`src/hdl/sadc_pkg.sv`:
```
package sadc_pkg;
  // Channel select codes
  localparam logic [3:0] SADC_CH_SE_LAST   = 4'h7;
  localparam logic [3:0] SADC_CH_DIFF_01   = 4'hA;
  localparam logic [3:0] SADC_CH_DIFF_67   = 4'hD;
  localparam logic [3:0] SADC_CH_TRIM      = 4'hF;
  // Mux side codes: 0..7 inputs, 8 ground, F none
  localparam logic [3:0] SADC_SRC_GROUND   = 4'h8;
  localparam logic [3:0] SADC_SRC_TRIM     = 4'h9;
  localparam logic [3:0] SADC_SRC_NONE     = 4'hF;
  // Cycle lengths in half periods of the conversion clock
  localparam int         SADC_BITS         = 12;
  localparam logic [5:0] SADC_HALF_UNITY   = 6'h20;  // 16 clocks
  localparam logic [5:0] SADC_HALF_GAIN16  = 6'h35;  // 26.5 clocks
  localparam logic [5:0] SADC_HALF_SAR     = 6'h18;  // 12 bit decisions, 2 halves each
  localparam logic [5:0] SADC_HALF_AMP     = 6'h15;  // Amplifier track/hold stage
  localparam logic [11:0] SADC_RESULT_RST  = 12'h000;
  typedef enum logic [4:0] {
    SADC_IDLE  = 5'h01,
    SADC_AMP   = 5'h02,
    SADC_TRACK = 5'h04,
    SADC_SAR   = 5'h08,
    SADC_DONE  = 5'h10
  } sadc_state_t;
endpackage : sadc_pkg

```
`src/hdl/sadc_step_if.sv`:
```
`timescale 1ns/1ps
interface sadc_step_if;
  logic        start;
  logic        cmp_in;
  logic        busy;
  logic        last;
  logic [11:0] code;
  modport ctrl (output start, output cmp_in, input busy, input last, input code);
  modport sar  (input start, input cmp_in, output busy, output last, output code);
endinterface : sadc_step_if

```
`src/hdl/sadc_sar_step.sv`:
```
`timescale 1ns/1ps
// Successive approximation register: one bit per two half periods
module sadc_sar_step (
  input  wire logic  clk_sys,
  input  wire logic  rst_n,
  input  wire logic  clk_en,
  input  wire logic  half_tick,
  sadc_step_if.sar   step
);
  logic [11:0] code_reg,  code_next;
  logic [11:0] mask_reg,  mask_next;
  logic        phase_reg, phase_next;

  // Trial bit set, comparator decides on the second half
  always_comb begin
    code_next  = code_reg;
    mask_next  = mask_reg;
    phase_next = phase_reg;
    if (step.start) begin
      code_next  = 12'h800;
      mask_next  = 12'h800;
      phase_next = 1'b0;
    end else if (half_tick && mask_reg != 12'h000) begin
      phase_next = ~phase_reg;
      if (phase_reg) begin
        if (!step.cmp_in) code_next = code_reg & ~mask_reg;
        mask_next = mask_reg >> 1;
        if (mask_reg[0] == 1'b0) code_next = (step.cmp_in ? code_reg : code_reg & ~mask_reg)
                                             | (mask_reg >> 1);
      end
    end
  end

  always_ff @(posedge clk_sys or negedge rst_n) begin
    if (!rst_n) begin
      code_reg  <= 12'h000;
      mask_reg  <= 12'h000;
      phase_reg <= 1'b0;
    end else if (clk_en) begin
      code_reg  <= code_next;
      mask_reg  <= mask_next;
      phase_reg <= phase_next;
    end
  end

  assign step.busy = (mask_reg != 12'h000);
  assign step.last = half_tick && phase_reg && mask_reg[0];
  assign step.code = code_next;
endmodule : sadc_sar_step

```
`src/hdl/sadc_ctrl.sv`:
```
`timescale 1ns/1ps
module sadc_ctrl (
  input  wire logic        clk_sys,       // Twice the conversion clock rate
  input  wire logic        rst_n,
  input  wire logic        clk_en,
  input  wire logic [3:0]  channel_select,
  input  wire logic        gain16_enable,
  input  wire logic        soft_start,     // One-cycle pulse from software
  input  wire logic        continuous_mode,
  input  wire logic        timer_start_enable,
  input  wire logic        timer_zero_output,
  input  wire logic        ext_start_enable,
  input  wire logic        external_convert_request,
  input  wire logic        done_clear,
  input  wire logic        comparator_out,
  output logic [3:0]       signal_source,
  output logic [3:0]       reference_source,
  output logic             pos_cap_track,
  output logic             neg_cap_track,
  output logic             amp_track,
  output logic             sar_hold,
  output logic             conv_busy,
  output logic             conv_done,
  output logic [11:0]      result_holding
);
  sadc_pkg::sadc_state_t state_reg, state_next;
  logic [5:0]  half_reg,   half_next;
  logic [3:0]  sig_reg,    sig_next;
  logic [3:0]  ref_reg,    ref_next;
  logic        pos_reg,    pos_next;
  logic        neg_reg,    neg_next;
  logic        amp_reg,    amp_next;
  logic        hold_reg,   hold_next;
  logic        busy_reg,   busy_next;
  logic        done_reg,   done_next;
  logic [11:0] res_reg,    res_next;
  logic        ext_s1_reg, ext_s2_reg, ext_s3_reg;
  logic        tmr_s1_reg, tmr_s2_reg, tmr_s3_reg;
  logic        trig;
  logic        sar_kick;
  logic [5:0]  total_half;

  sadc_step_if step ();

  sadc_sar_step u_sar (
    .clk_sys   (clk_sys),
    .rst_n     (rst_n),
    .clk_en    (clk_en),
    .half_tick (1'b1),
    .step      (step.sar)
  );

  // Pin synchronisers and edge memory
  always_ff @(posedge clk_sys or negedge rst_n) begin
    if (!rst_n) begin
      ext_s1_reg <= 1'b0;
      ext_s2_reg <= 1'b0;
      ext_s3_reg <= 1'b0;
      tmr_s1_reg <= 1'b0;
      tmr_s2_reg <= 1'b0;
      tmr_s3_reg <= 1'b0;
    end else if (clk_en) begin
      ext_s1_reg <= external_convert_request;
      ext_s2_reg <= ext_s1_reg;
      ext_s3_reg <= ext_s2_reg;
      tmr_s1_reg <= timer_zero_output;
      tmr_s2_reg <= tmr_s1_reg;
      tmr_s3_reg <= tmr_s2_reg;
    end
  end

  // Start sources, only honoured while idle
  always_comb begin
    trig = soft_start
         | continuous_mode
         | (timer_start_enable & tmr_s2_reg & ~tmr_s3_reg)
         | (ext_start_enable & ext_s2_reg & ~ext_s3_reg);
  end

  assign total_half = gain16_enable ? sadc_pkg::SADC_HALF_GAIN16
                                    : sadc_pkg::SADC_HALF_UNITY;
  assign step.cmp_in = comparator_out;
  assign step.start  = sar_kick;

  // Channel decode, sequencer, result latch
  always_comb begin
    state_next = state_reg;
    half_next  = half_reg;
    sig_next   = sig_reg;
    ref_next   = ref_reg;
    pos_next   = 1'b0;
    neg_next   = 1'b0;
    amp_next   = 1'b0;
    hold_next  = 1'b0;
    busy_next  = busy_reg;
    done_next  = done_reg;
    res_next   = res_reg;
    sar_kick   = 1'b0;
    if (done_clear) done_next = 1'b0;
    if (channel_select <= sadc_pkg::SADC_CH_SE_LAST) begin
      sig_next = channel_select;
      ref_next = sadc_pkg::SADC_SRC_GROUND;
    end else if (channel_select >= sadc_pkg::SADC_CH_DIFF_01 &&
                 channel_select <= sadc_pkg::SADC_CH_DIFF_67) begin
      sig_next = {channel_select[2:0] - 3'h2, 1'b0};
      ref_next = {channel_select[2:0] - 3'h2, 1'b1};
    end else if (channel_select == sadc_pkg::SADC_CH_TRIM) begin
      sig_next = sadc_pkg::SADC_SRC_TRIM;
      ref_next = sadc_pkg::SADC_SRC_TRIM;
    end else begin
      sig_next = sadc_pkg::SADC_SRC_NONE;
      ref_next = sadc_pkg::SADC_SRC_NONE;
    end
    if (state_reg != sadc_pkg::SADC_IDLE) half_next = half_reg + 6'h01;
    case (state_reg)
      sadc_pkg::SADC_IDLE: begin
        half_next = 6'h00;
        busy_next = 1'b0;
        if (trig) begin
          busy_next  = 1'b1;
          state_next = gain16_enable ? sadc_pkg::SADC_AMP : sadc_pkg::SADC_TRACK;
          amp_next   = gain16_enable;
          pos_next   = ~gain16_enable;
          neg_next   = ~gain16_enable;
        end
      end
      sadc_pkg::SADC_AMP: begin
        amp_next = 1'b1;
        if (half_reg == sadc_pkg::SADC_HALF_AMP - 6'h01) begin
          state_next = sadc_pkg::SADC_TRACK;
          amp_next   = 1'b0;
          pos_next   = 1'b1;
          neg_next   = 1'b1;
        end
      end
      sadc_pkg::SADC_TRACK: begin
        pos_next = 1'b1;
        neg_next = 1'b1;
        if (half_reg == total_half - sadc_pkg::SADC_HALF_SAR - 6'h02) begin
          state_next = sadc_pkg::SADC_SAR;
          pos_next   = 1'b0;
          neg_next   = 1'b0;
          hold_next  = 1'b1;
          sar_kick   = 1'b1;
        end
      end
      sadc_pkg::SADC_SAR: begin
        hold_next = 1'b1;
        if (step.last) begin
          state_next = sadc_pkg::SADC_DONE;
          res_next   = step.code;
        end
      end
      sadc_pkg::SADC_DONE: begin
        done_next  = 1'b1;
        busy_next  = 1'b0;
        state_next = sadc_pkg::SADC_IDLE;
      end
      default: begin
        state_next = sadc_pkg::SADC_IDLE;
        busy_next  = 1'b0;
      end
    endcase
  end

  always_ff @(posedge clk_sys or negedge rst_n) begin
    if (!rst_n) begin
      state_reg <= sadc_pkg::SADC_IDLE;
      half_reg  <= 6'h00;
      sig_reg   <= sadc_pkg::SADC_SRC_NONE;
      ref_reg   <= sadc_pkg::SADC_SRC_NONE;
      pos_reg   <= 1'b0;
      neg_reg   <= 1'b0;
      amp_reg   <= 1'b0;
      hold_reg  <= 1'b0;
      busy_reg  <= 1'b0;
      done_reg  <= 1'b0;
      res_reg   <= sadc_pkg::SADC_RESULT_RST;
    end else if (clk_en) begin
      state_reg <= state_next;
      half_reg  <= half_next;
      sig_reg   <= sig_next;
      ref_reg   <= ref_next;
      pos_reg   <= pos_next;
      neg_reg   <= neg_next;
      amp_reg   <= amp_next;
      hold_reg  <= hold_next;
      busy_reg  <= busy_next;
      done_reg  <= done_next;
      res_reg   <= res_next;
    end
  end

  assign signal_source    = sig_reg;
  assign reference_source = ref_reg;
  assign pos_cap_track    = pos_reg;
  assign neg_cap_track    = neg_reg;
  assign amp_track        = amp_reg;
  assign sar_hold         = hold_reg;
  assign conv_busy        = busy_reg;
  assign conv_done        = done_reg;
  assign result_holding   = res_reg;
endmodule : sadc_ctrl

```
`config.mk`:
```
export PLATFORM = sky130hd
export DESIGN_NAME = sadc_ctrl
export DESIGN_NICKNAME = d
export VERILOG_FILES = /design/src/hdl/sadc_pkg.sv /design/src/hdl/sadc_step_if.sv /design/src/hdl/sadc_sar_step.sv /design/src/hdl/sadc_ctrl.sv
export SDC_FILE = /design/constraint.sdc
export NUM_CORES = 1
export LEC_CHECK = 0
export BUFFER_PORTS_ARGS = -buffer_cell sky130_fd_sc_hd__buf_2
export CAP_MARGIN = 20
export CORE_ASPECT_RATIO = 0.5
export CORE_MARGIN = 1
export CORE_UTILIZATION = 59
export CTS_BUF_LIST = sky130_fd_sc_hd__clkbuf_4 sky130_fd_sc_hd__clkbuf_8
export CTS_CLUSTER_SIZE = 8
export DETAILED_ROUTE_END_ITERATION = 6
export GPL_TIMING_DRIVEN = 0
export HOLD_SLACK_MARGIN = 0.02
export MAX_ROUTING_LAYER = met4
export PLACE_DENSITY = 0.88
export SYNTH_ARGS = -nofsm -noshare
export SYNTH_HDL_FRONTEND = slang
export SYNTH_SLANG_ARGS = --single-unit
```
`constraint.sdc`:
```
create_clock -name clk_sys -period 2.3 [get_ports clk_sys]
set_input_delay 0.23 -clock clk_sys [delete_from_list [all_inputs] [get_ports clk_sys]]
set_output_delay 0.23 -clock clk_sys [all_outputs]
set_load 0.02 [all_outputs]
```
==> impl_metrics.env, run 1 <==
export IMPL_run_status="complete, no violations"
export IMPL_yosysMostFrequentCell="dfrtp_1"
export IMPL_period_minus_slack_ps=2054
export IMPL_met1_length_mm=3.092
export IMPL_critPathKind="reg -> reg"
export IMPL_postRouteAntennaNets=0
export IMPL_num_antenna_cells=0
export IMPL_netlist_area_um2=3161
export IMPL_rows=18
export IMPL_drtIter0Drc=146
export IMPL_synth_main_ff_cell="dfrtp_1"
export IMPL_totalWireLength_mm=6.707
export IMPL_slowest_delay_ps=440
export IMPL_wl_met2_mm=3.169
export IMPL_slowest_stage="nor3_1"
export IMPL_final_util_pct=72.94
export IMPL_clock_latency_ps=350
export IMPL_reg2reg_slack_ps=250
export IMPL_fmax_mhz=486.8
export IMPL_overflow=0
export IMPL_min_delay_start="external_convert_request"
export IMPL_reg2reg_depth=6
export IMPL_dp_hpwl_mm=4.758
export IMPL_cts_setup_buffers=0
export IMPL_path_clk_slew_ps=80
export IMPL_wl_per_cell_um=15.74
export IMPL_syn_avg_cell_area_um2=10.61
export IMPL_finalSetupViolCount=0
export IMPL_rsz0062_at_grt="false"
export IMPL_synthArstFlopShare_pct=100.0
export IMPL_first_pass_iters=4
export IMPL_track_usage_pct=26.58
export IMPL_area_growth_pct=16.43
export IMPL_dieWidth_um=105.5
export IMPL_tightest_slew_ps=683.1
export IMPL_synth_seq_cells=67
export IMPL_io_buffers=40
export IMPL_cp_required_ps=2530
export IMPL_drv_slew=0
export IMPL_cts_buffers=9
export IMPL_cp_num_buf_inv=1
export IMPL_yosysTopAreaCell="dfrtp_1"
export IMPL_worstSetupEndpointType="register"
export IMPL_post_cts_resized=0
export IMPL_crit_reg2reg_launch="state_reg[3]"
export IMPL_combPwrFrac_pct=22.8
export IMPL_start_util_pct=62.65
export IMPL_grt_pass1_wl_mm=10.96
export IMPL_synth_edf_count=0
export IMPL_cts_buffer_depth=2
export IMPL_hold_path_class="in -> reg"
export IMPL_postSynthCellCount=298
export IMPL_ys_top_cells_by_area="dfrtp_1, mux2_2, dfstp_2"
export IMPL_die_area_um2=5671
export IMPL_cts_tree="built"
export IMPL_maxCapViolations=0
export IMPL_vias_per_cell=5.869
export IMPL_synth_yosys_seq_area_share_pct=53.40
export IMPL_relSlewSlack_pct=54.46
export IMPL_p_clk_share_pct=31.3
export IMPL_timing_rr_end="state_reg[2]"
export IMPL_worstPathArrival_ps=2280
export IMPL_drc=0
export IMPL_switching_share_pct=32.07
export IMPL_drive_gt1_share_pct=32.02
export IMPL_fillers=362
export IMPL_min_path_cells=2
export IMPL_synth_common_cells="dfrtp_1, nand2_1, mux2_2, a21oi_1, nor2_1"
export IMPL_setup_tns_ps=0
export IMPL_grt_pass1_vias=2362
export IMPL_crit_family="simple AND/OR/NAND/NOR gates"
export IMPL_crit_chain="nor3_1 > and3_1 > clkbuf_2 > nand2_1 > nand4_1 > mux2_2"
export IMPL_vias=2500
export IMPL_internal_power_mw=2.142
export IMPL_holdPathEnd="ext_s1_reg"
export IMPL_pin_count=42
export IMPL_die_y_um=53.76
export IMPL_p_seq_share_pct=45.9
export IMPL_ys_types=46
export IMPL_syn_num_nets=316
export IMPL_routed_top_layer="met4"
export IMPL_gp_congestion=0.9352
export IMPL_grt_start_max_net_pins=39
export IMPL_clock_sinks=67
export IMPL_synth_top_area_share_pct=45.92
export IMPL_p_switching_mw=1.011
export IMPL_cp_start_kind="register"
export IMPL_power_density_nw_per_um2=856.9
export IMPL_yosys_warnings=0
export IMPL_fin_nets=369
export IMPL_min_period_over_period_pct=89.32
export IMPL_routed_wl_met3_um=356
export IMPL_worstPathMaxFanout=7
export IMPL_root_buffer="clkbuf_8"
export IMPL_irDropWorstVdd_mv=0.4910
export IMPL_antenna_found_initial=0
export IMPL_p_leak_nw=1.756
export IMPL_finClkSkew_ps=9.605
export IMPL_fp_coreArea_um2=5045
export IMPL_timing_hold_violations_final=0
export IMPL_htreeDepth=3
-- cell usage in the layout (no fill, tap or decap), drive strengths merged, types with 2 or more instances in the layout --
| master | n |
|---|---|
| dfrtp | 58 |
| buf | 52 |
| nand2 | 33 |
| mux2 | 23 |
| a21oi | 22 |
| clkbuf | 18 |
| nor2 | 16 |
| o21ai | 16 |
| inv | 14 |
| a22o | 14 |
| dfstp | 9 |
| nand3 | 8 |
| a22oi | 6 |
| a31oi | 6 |
| o22ai | 6 |
| nor3 | 5 |
| nor4 | 5 |
| nor2b | 5 |
| nand4 | 5 |
| and3b | 3 |
| nor3b | 3 |
| mux2i | 3 |
| xnor2 | 3 |
| and3 | 2 |
| ha | 2 |
| clkinv | 2 |
| clkinvlp | 2 |
-- power by group through the flow --
stage | Sequential [mW] | Combinational, mW | Clock, mW
floorplan | 1.49 | 0.467 | 0
global placement | 1.45 | 0.679 | 0
detailed placement | 1.47 | 0.710 | 0
CTS | 1.45 | 0.718 | 1.00
global route | 1.47 | 0.803 | 1.05
finish | 1.45 | 0.718 | 0.987
-- metal layers --
layer  track usage (%)  vias up
li1                  -     1171
met1             33.81     1230
met2             41.78       90
met3             7.022        9
met4             10.65        0
met5                 -        -
-- stage by stage --
stage               hold WS, ps  total power, mW  worst slack [ps]  cells  instance area [µm²]
finish                    117.1            3.153             245.6    426                 3680
global placement          456.6            2.133             353.8    408                 3448
global route              114.5            3.325             83.02    426                 3680
detailed placement        297.8            2.177             291.5    409                 3468
CTS                       105.7            3.165             263.4    426                 3680
floorplan                -65.59            1.955             532.1    298                 3161
-- kinds of logic after synthesis --
logic type                 count (synthesis)  synth area share, %
buffers and inverters                     32                4.830
adders and majority gates                  2               0.7916
xor gates and xnor gates                   4                1.109
and+or+nand+nor                           91                14.53
DFF                                       67                53.40
AOI/OAI and AO/OA                         76                16.19
muxes                                     26                9.145
-- area by class of cell --
type | instances | area [µm²] | share of cell area, %
Clock inverter | 6 | 63.81 | 1.734
Timing Repair Buffer | 42 | 230.2 | 6.256
Tap cell | 70 | 87.58 | 2.380
Clock buffer | 10 | 137.6 | 3.740
Inverter | 13 | 48.80 | 1.326
Buffer | 19 | 103.9 | 2.822
Multi-Input combinational cell | 199 | 1320 | 35.87
Sequential cell | 67 | 1688 | 45.87
-- worst max path at each step --
stage | from | end | depth (start not counted)
2_1_floorplan | state_reg[3] | state_reg[2] | 6
3_3_place_gp | state_reg[3] | state_reg[2] | 6
3_5_place_dp | state_reg[3] | state_reg[2] | 6
4_1_cts | state_reg[3] | state_reg[2] | 6
5_1_grt | state_reg[3] | state_reg[2] | 6
6_report | state_reg[3] | state_reg[2] | 6
-- timing repair --
| item | 4_1_cts | 5_1_grt |
|---|---|---|
| setup endpoints to repair | 0 | 0 |
| hold buffers | 1 | 0 |
| endpoints found under the hold margin | 26 | 0 |
(Power assumes the default switching activity.)
==> run 2, diff against run 1 <==
CORE_UTILIZATION = 60   (was 59)
GPL_TIMING_DRIVEN = unset   (was 0)
PLACE_DENSITY = 0.89   (was 0.88)
SYNTH_HIERARCHICAL = 1   (was unset)
==> impl_metrics.env, run 2 <==
export IMPL_drc=9
export IMPL_path_clk_slew_ps=70
export IMPL_fp_coreArea_um2=5634
export IMPL_cts_buffer_depth=2
export IMPL_multi_input_area_um2=1682
export IMPL_tightest_slew_ps=636.8
export IMPL_violations="DRC"
export IMPL_synthArstFlopShare_pct=100.0
export IMPL_htreeDepth=3
export IMPL_ys_top_cells_by_area="dfrtp_1, dfstp_2, mux2_2"
export IMPL_cp_num_buf_inv=1
export IMPL_netlist_area_um2=3607
export IMPL_finalSetupViolCount=0
export IMPL_run_status="finished with violations"
export IMPL_hold_path_class="in -> reg"
export IMPL_power_density_nw_per_um2=966.1
export IMPL_combPwrFrac_pct=30.4
export IMPL_p_switching_mw=1.395
export IMPL_slowest_stage="or4b_4"
export IMPL_fillers=394
export IMPL_p_clk_share_pct=25.3
export IMPL_drive_gt1_share_pct=30.23
export IMPL_ys_types=58
export IMPL_yosys_warnings=6
export IMPL_worstSetupEndpointType="register"
export IMPL_cts_buffers=9
export IMPL_synth_seq_cells=67
export IMPL_slowest_delay_ps=520
export IMPL_p_seq_share_pct=44.3
export IMPL_synth_main_ff_cell="dfrtp_1"
export IMPL_reg2reg_slack_ps=130
export IMPL_cp_required_ps=2530
export IMPL_relSlewSlack_pct=57.54
export IMPL_dieWidth_um=111.7
export IMPL_area_growth_pct=12.76
export IMPL_gp_congestion=0.8614
export IMPL_cp_start_kind="register"
export IMPL_synth_edf_count=0
export IMPL_irDropWorstVdd_mv=0.3755
export IMPL_drv_slew=0
export IMPL_dp_hpwl_mm=5.497
export IMPL_pin_count=42
export IMPL_grt_start_max_net_pins=39
export IMPL_clock_sinks=67
export IMPL_fmax_mhz=459.9
export IMPL_yosysTopAreaCell="dfrtp_1"
export IMPL_fin_nets=410
export IMPL_clock_latency_ps=350
export IMPL_setup_tns_ps=0
export IMPL_finClkSkew_ps=9.024
export IMPL_post_place_ws_ps=166.9
export IMPL_switching_share_pct=35.50
export IMPL_vias_per_cell=6.168
export IMPL_p_leak_nw=1.915
export IMPL_timing_hold_violations_final=0
export IMPL_worstPathArrival_ps=2410
export IMPL_mostFrequentLayoutCell="dfrtp_1"
export IMPL_synth_top_area_share_pct=40.24
export IMPL_min_period_over_period_pct=94.53
export IMPL_grt_pass1_vias=2827
export IMPL_io_buffers=41
export IMPL_postSynthCellCount=354
export IMPL_internal_power_mw=2.535
export IMPL_postRouteAntennaNets=0
export IMPL_worstPathMaxFanout=38
export IMPL_maxCapViolations=0
export IMPL_start_util_pct=64.02
export IMPL_vias=2899
export IMPL_crit_family="simple AND/OR/NAND/NOR gates"
export IMPL_worst_slack_ps=125.7
export IMPL_root_buffer="clkbuf_8"
export IMPL_first_pass_iters=7
export IMPL_synth_common_cells="dfrtp_1, inv_1, nand2_1, mux2_2, nor2_1"
export IMPL_die_area_um2=6345
export IMPL_die_y_um=56.83
export IMPL_overflow=0
export IMPL_rows=19
export IMPL_wl_per_cell_um=17.28
export IMPL_critPathKind="reg -> reg"
export IMPL_power_total_mw=3.930
export IMPL_num_antenna_cells=0
export IMPL_track_usage_pct=28.98
export IMPL_most_common_layout_cells="dfrtp_1, buf_2, inv_1"
export IMPL_period_minus_slack_ps=2174
export IMPL_synth_yosys_seq_area_share_pct=46.79
export IMPL_antenna_found_initial=0
export IMPL_grt_pass1_wl_mm=13.81
export IMPL_rsz0062_at_grt="false"
export IMPL_final_seq_area_um2=1689
export IMPL_syn_avg_cell_area_um2=10.19
export IMPL_crit_chain="nand4_1 > or4b_4 > a21oi_2 > buf_12 > a21oi_1 > a21o_1 > mux2_2"
export IMPL_totalWireLength_mm=8.120
export IMPL_cts_tree="built"
export IMPL_drtIter0Drc=370
export IMPL_yosysMostFrequentCell="dfrtp_1"
run 2: cell count changes after synthesis, sizes merged, moves of 5 or more:
cell	before	now
a22o	14	2
a32oi	0	7
inv	13	28
nand2	33	27
nand2b	1	13
nand3	8	13
o211ai	0	9
o221ai	0	6
o22ai	6	15
run 2: through the flow:
stage | hold WS (ps) | instance area (µm²) | util, % | cells
final | 105.5 | 4068 | 72.20 | 470
after global routing | 112.1 | 4068 | 72.20 | 470
after CTS | 95.34 | 4066 | 72.17 | 470
after detailed placement | 259.1 | 3856 | 68.44 | 453
after global placement | 237.6 | 3856 | 68.44 | 453
after floorplan | -65.59 | 3613 | - | 355
run 2: area by class of cell:
| type | instances | area share [%] |
|---|---|---|
| inverter | 28 | 2.584 |
| sequential | 67 | 41.53 |
| clock inverter | 3 | 0.9843 |
| tap | 73 | 2.245 |
| timing repair buffer | 50 | 7.382 |
| multi-input combinational | 236 | 41.34 |
| clock buffer | 13 | 3.937 |
run 2: logic make-up after synthesis:
logic type,count (synthesis),share of synthesized area (%)
DFF,67,46.79
buffers and inverters,52,6.798
muxes,25,7.909
adders and majority gates,2,0.6936
other,1,0.1040
xor gates and xnor gates,4,0.9714
and+or+nand+nor,103,16.72
AOI/OAI and AO/OA,100,20.01
run 2: final timing paths:
check                                       to                     start  cells after the start
min in group asynchronous         state_reg[1]                     rst_n                      2
setup reg to reg             result_holding[3]               half_reg[3]                      7
max in group asynchronous  reference_source[0]                     rst_n                      3
hold reg to reg            reference_source[1]       reference_source[1]                      2
setup / recovery             result_holding[3]               half_reg[3]                      7
hold / removal                      ext_s1_reg  external_convert_request                      2
run 2: routing by layer:
metal / wire length [µm] / global-route usage [%] / vias up / part of all wire [%]
met5: 0 / - / - / 0
met4: 181 / 9.653 / 0 / 2.2
met3: 424 / 7.883 / 24 / 5.2
met2: 4050 / 47.38 / 103 / 50
met1: 3464 / 35.22 / 1412 / 43
li1: - / - / 1360 / -
run 2: worst register-to-register path, cell delays in order (launching register included):
cell,delay [ps]
dfrtp_1,440
nand4_1,130
or4b_4,520
a21oi_2,210
buf_12,220
a21oi_1,80
a21o_1,200
mux2_2,260
run 2: power by group through the flow:
stage	clock network (mW)	logic (mW)	registers, mW
global route	1.06	1.31	1.77
floorplan	0	0.821	1.77
global placement	0	1.12	1.72
detailed placement	0	1.17	1.75
CTS	1.01	1.19	1.73
finish	0.993	1.20	1.74
run 2: timing repair:
item / CTS / global route
setup buffers: 0 / 0
setup endpoints to repair: 0 / 1
hold buffers: 1 / 0
hold endpoints to repair: 23 / 0
gates resized for setup: 0 / 1
==> run 3, diff against run 2 <==
CORE_UTILIZATION = 59   (was 60)
CTS_CLUSTER_DIAMETER = 40   (was unset)
PLACE_DENSITY = 0.88   (was 0.89)
SYNTH_HIERARCHICAL = unset   (was 1)
==> impl_metrics.env, run 3 (same netlist as run 1, synthesis figures left out) <==
export IMPL_fillers=355
export IMPL_antenna_found_initial=0
export IMPL_worstSetupEndpointType="register"
export IMPL_postRouteAntennaNets=0
export IMPL_die_area_um2=5671
export IMPL_slowest_stage="nand4_2"
export IMPL_grt_pass1_wl_mm=11.16
export IMPL_mostFrequentLayoutCell="dfrtp_1"
export IMPL_dp_hpwl_mm=4.205
export IMPL_finalSetupViolCount=0
export IMPL_totalWireLength_mm=6.681
export IMPL_relSlewSlack_pct=61.82
export IMPL_maxCapViolations=0
export IMPL_most_common_layout_cells="dfrtp_1, buf_2, nand2_1"
export IMPL_drc=0
export IMPL_cp_start_kind="register"
export IMPL_htreeDepth=3
export IMPL_finClkSkew_ps=12.45
export IMPL_cts_buffer_depth=2
export IMPL_die_y_um=53.76
export IMPL_clock_sinks=67
export IMPL_post_cts_resized=0
export IMPL_wl_per_cell_um=16.02
export IMPL_fp_coreArea_um2=5045
export IMPL_rows=18
export IMPL_gp_congestion=0.9112
export IMPL_dieWidth_um=105.5
export IMPL_slowest_delay_ps=500
export IMPL_fmax_mhz=471.8
export IMPL_worstPathArrival_ps=2350
export IMPL_cp_required_ps=2530
export IMPL_drv_slew=0
export IMPL_grt_pass1_vias=2318
export IMPL_run_status="complete, no violations"
export IMPL_hold_path_class="in -> reg"
export IMPL_cts_buffers=9
export IMPL_num_antenna_cells=0
export IMPL_grt_start_max_net_pins=68
export IMPL_power_density_nw_per_um2=911.6
export IMPL_cts_tree="built"
export IMPL_io_buffers=41
export IMPL_p_leak_nw=1.770
export IMPL_fin_nets=360
export IMPL_overflow=0
export IMPL_start_util_pct=62.65
export IMPL_vias=2465
export IMPL_irDropWorstVdd_mv=0.5657
export IMPL_first_pass_iters=5
export IMPL_critPathKind="reg -> reg"
export IMPL_rsz0062_at_grt="false"
export IMPL_drtIter0Drc=127
export IMPL_timing_hold_violations_final=0
export IMPL_tightest_slew_ps=571.4
export IMPL_track_usage_pct=27.16
export IMPL_vias_per_cell=5.911
export IMPL_placed_cells=399
export IMPL_drive_gt1_share_pct=33.14
export IMPL_setup_tns_ps=0
export IMPL_min_period_over_period_pct=92.16
export IMPL_worstPathMaxFanout=19
export IMPL_pin_count=42
export IMPL_crit_chain="nor3_1 > and3b_1 > nand4_2 > mux2_2"
export IMPL_period_minus_slack_ps=2120
export IMPL_final_cells=417
export IMPL_root_buffer="clkbuf_8"
export IMPL_path_clk_slew_ps=70
export IMPL_area_growth_pct=16.90
export IMPL_clock_latency_ps=360
-- run 3: cell count changes in the layout (fill, tap and decap cells not counted), sizes merged, moves of 4 or more --
cell / delta
a21oi: +4
a22o: +12
a31oi: +4
a32oi: -7
inv: -14
nand2: +6
nand2b: -12
nand3: -5
nor2: -4
o211ai: -9
o21ba: -4
o221ai: -6
o22ai: -9
-- run 3: worst max-delay path, delay by kind of cell, from the launching register on --
kind,cells,cell delay [ps]
flops,1,430
mux,1,470
simple gates,3,1100
-- run 3: metal layers --
layer | vias up | GRT usage [%] | share of wire (%)
met5 | - | - | 0
met4 | 0 | 9.259 | 2.1
met3 | 22 | 8.717 | 5.3
met2 | 79 | 45.29 | 50
met1 | 1198 | 32.23 | 43
li1 | 1166 | - | -
-- run 3: layout make-up --
| cell class | instances | area (µm²) | area share, % |
|---|---|---|---|
| clock buffer | 9 | 123.9 | 3.353 |
| clock inverter | 7 | 123.9 | 3.353 |
| inverter | 13 | 48.80 | 1.321 |
| multi-input combinational | 199 | 1320 | 35.73 |
| sequential | 67 | 1688 | 45.68 |
| tap | 70 | 87.58 | 2.370 |
| timing repair buffer | 52 | 302.8 | 8.195 |
-- run 3: path summary, 6_finish.rpt --
kind	start	endpoint	slack (ps)	cells after the start
max in group asynchronous	rst_n	reference_source[3]	1530	3
setup / recovery	state_reg[1]	result_holding[8]	180	4
hold reg to reg	signal_source[3]	signal_source[3]	470	2
setup reg to reg	state_reg[1]	result_holding[8]	180	4
min in group asynchronous	rst_n	ext_s1_reg	440	3
hold / removal	external_convert_request	ext_s1_reg	110	2
-- run 3: timing repair --
action / in CTS / in global routing
setup buffers: 0 / 0
endpoints found under the hold margin: 58 / 0
hold buffers: 1 / 0
setup endpoints to repair: 0 / 0
-- run 3: per-stage QoR --
stage / total power, mW / utilization (%) / area (µm²) / worst slack [ps] / hold WS [ps]
after floorplan: 1.955 / - / 3161 / 532.1 / -65.59
after global placement: 2.133 / 67.98 / 3430 / 304.8 / 263.9
after detailed placement: 2.170 / 67.98 / 3430 / 147.8 / 270.2
after CTS: 3.374 / 73.09 / 3687 / 166.8 / 102.6
after global routing: 3.529 / 73.24 / 3695 / 43.65 / 107.8
final: 3.368 / 73.24 / 3695 / 180.4 / 114.0
-- run 3: where the power goes --
part / total, mW / leakage [nW] / internal [mW] / switching, mW
registers: 1.46 / 0.854 / 1.33 / 0.136
clock network: 1.20 / 0.120 / 0.727 / 0.476
logic: 0.702 / 0.796 / 0.288 / 0.415
total: 3.37 / 1.77 / 2.34 / 1.03
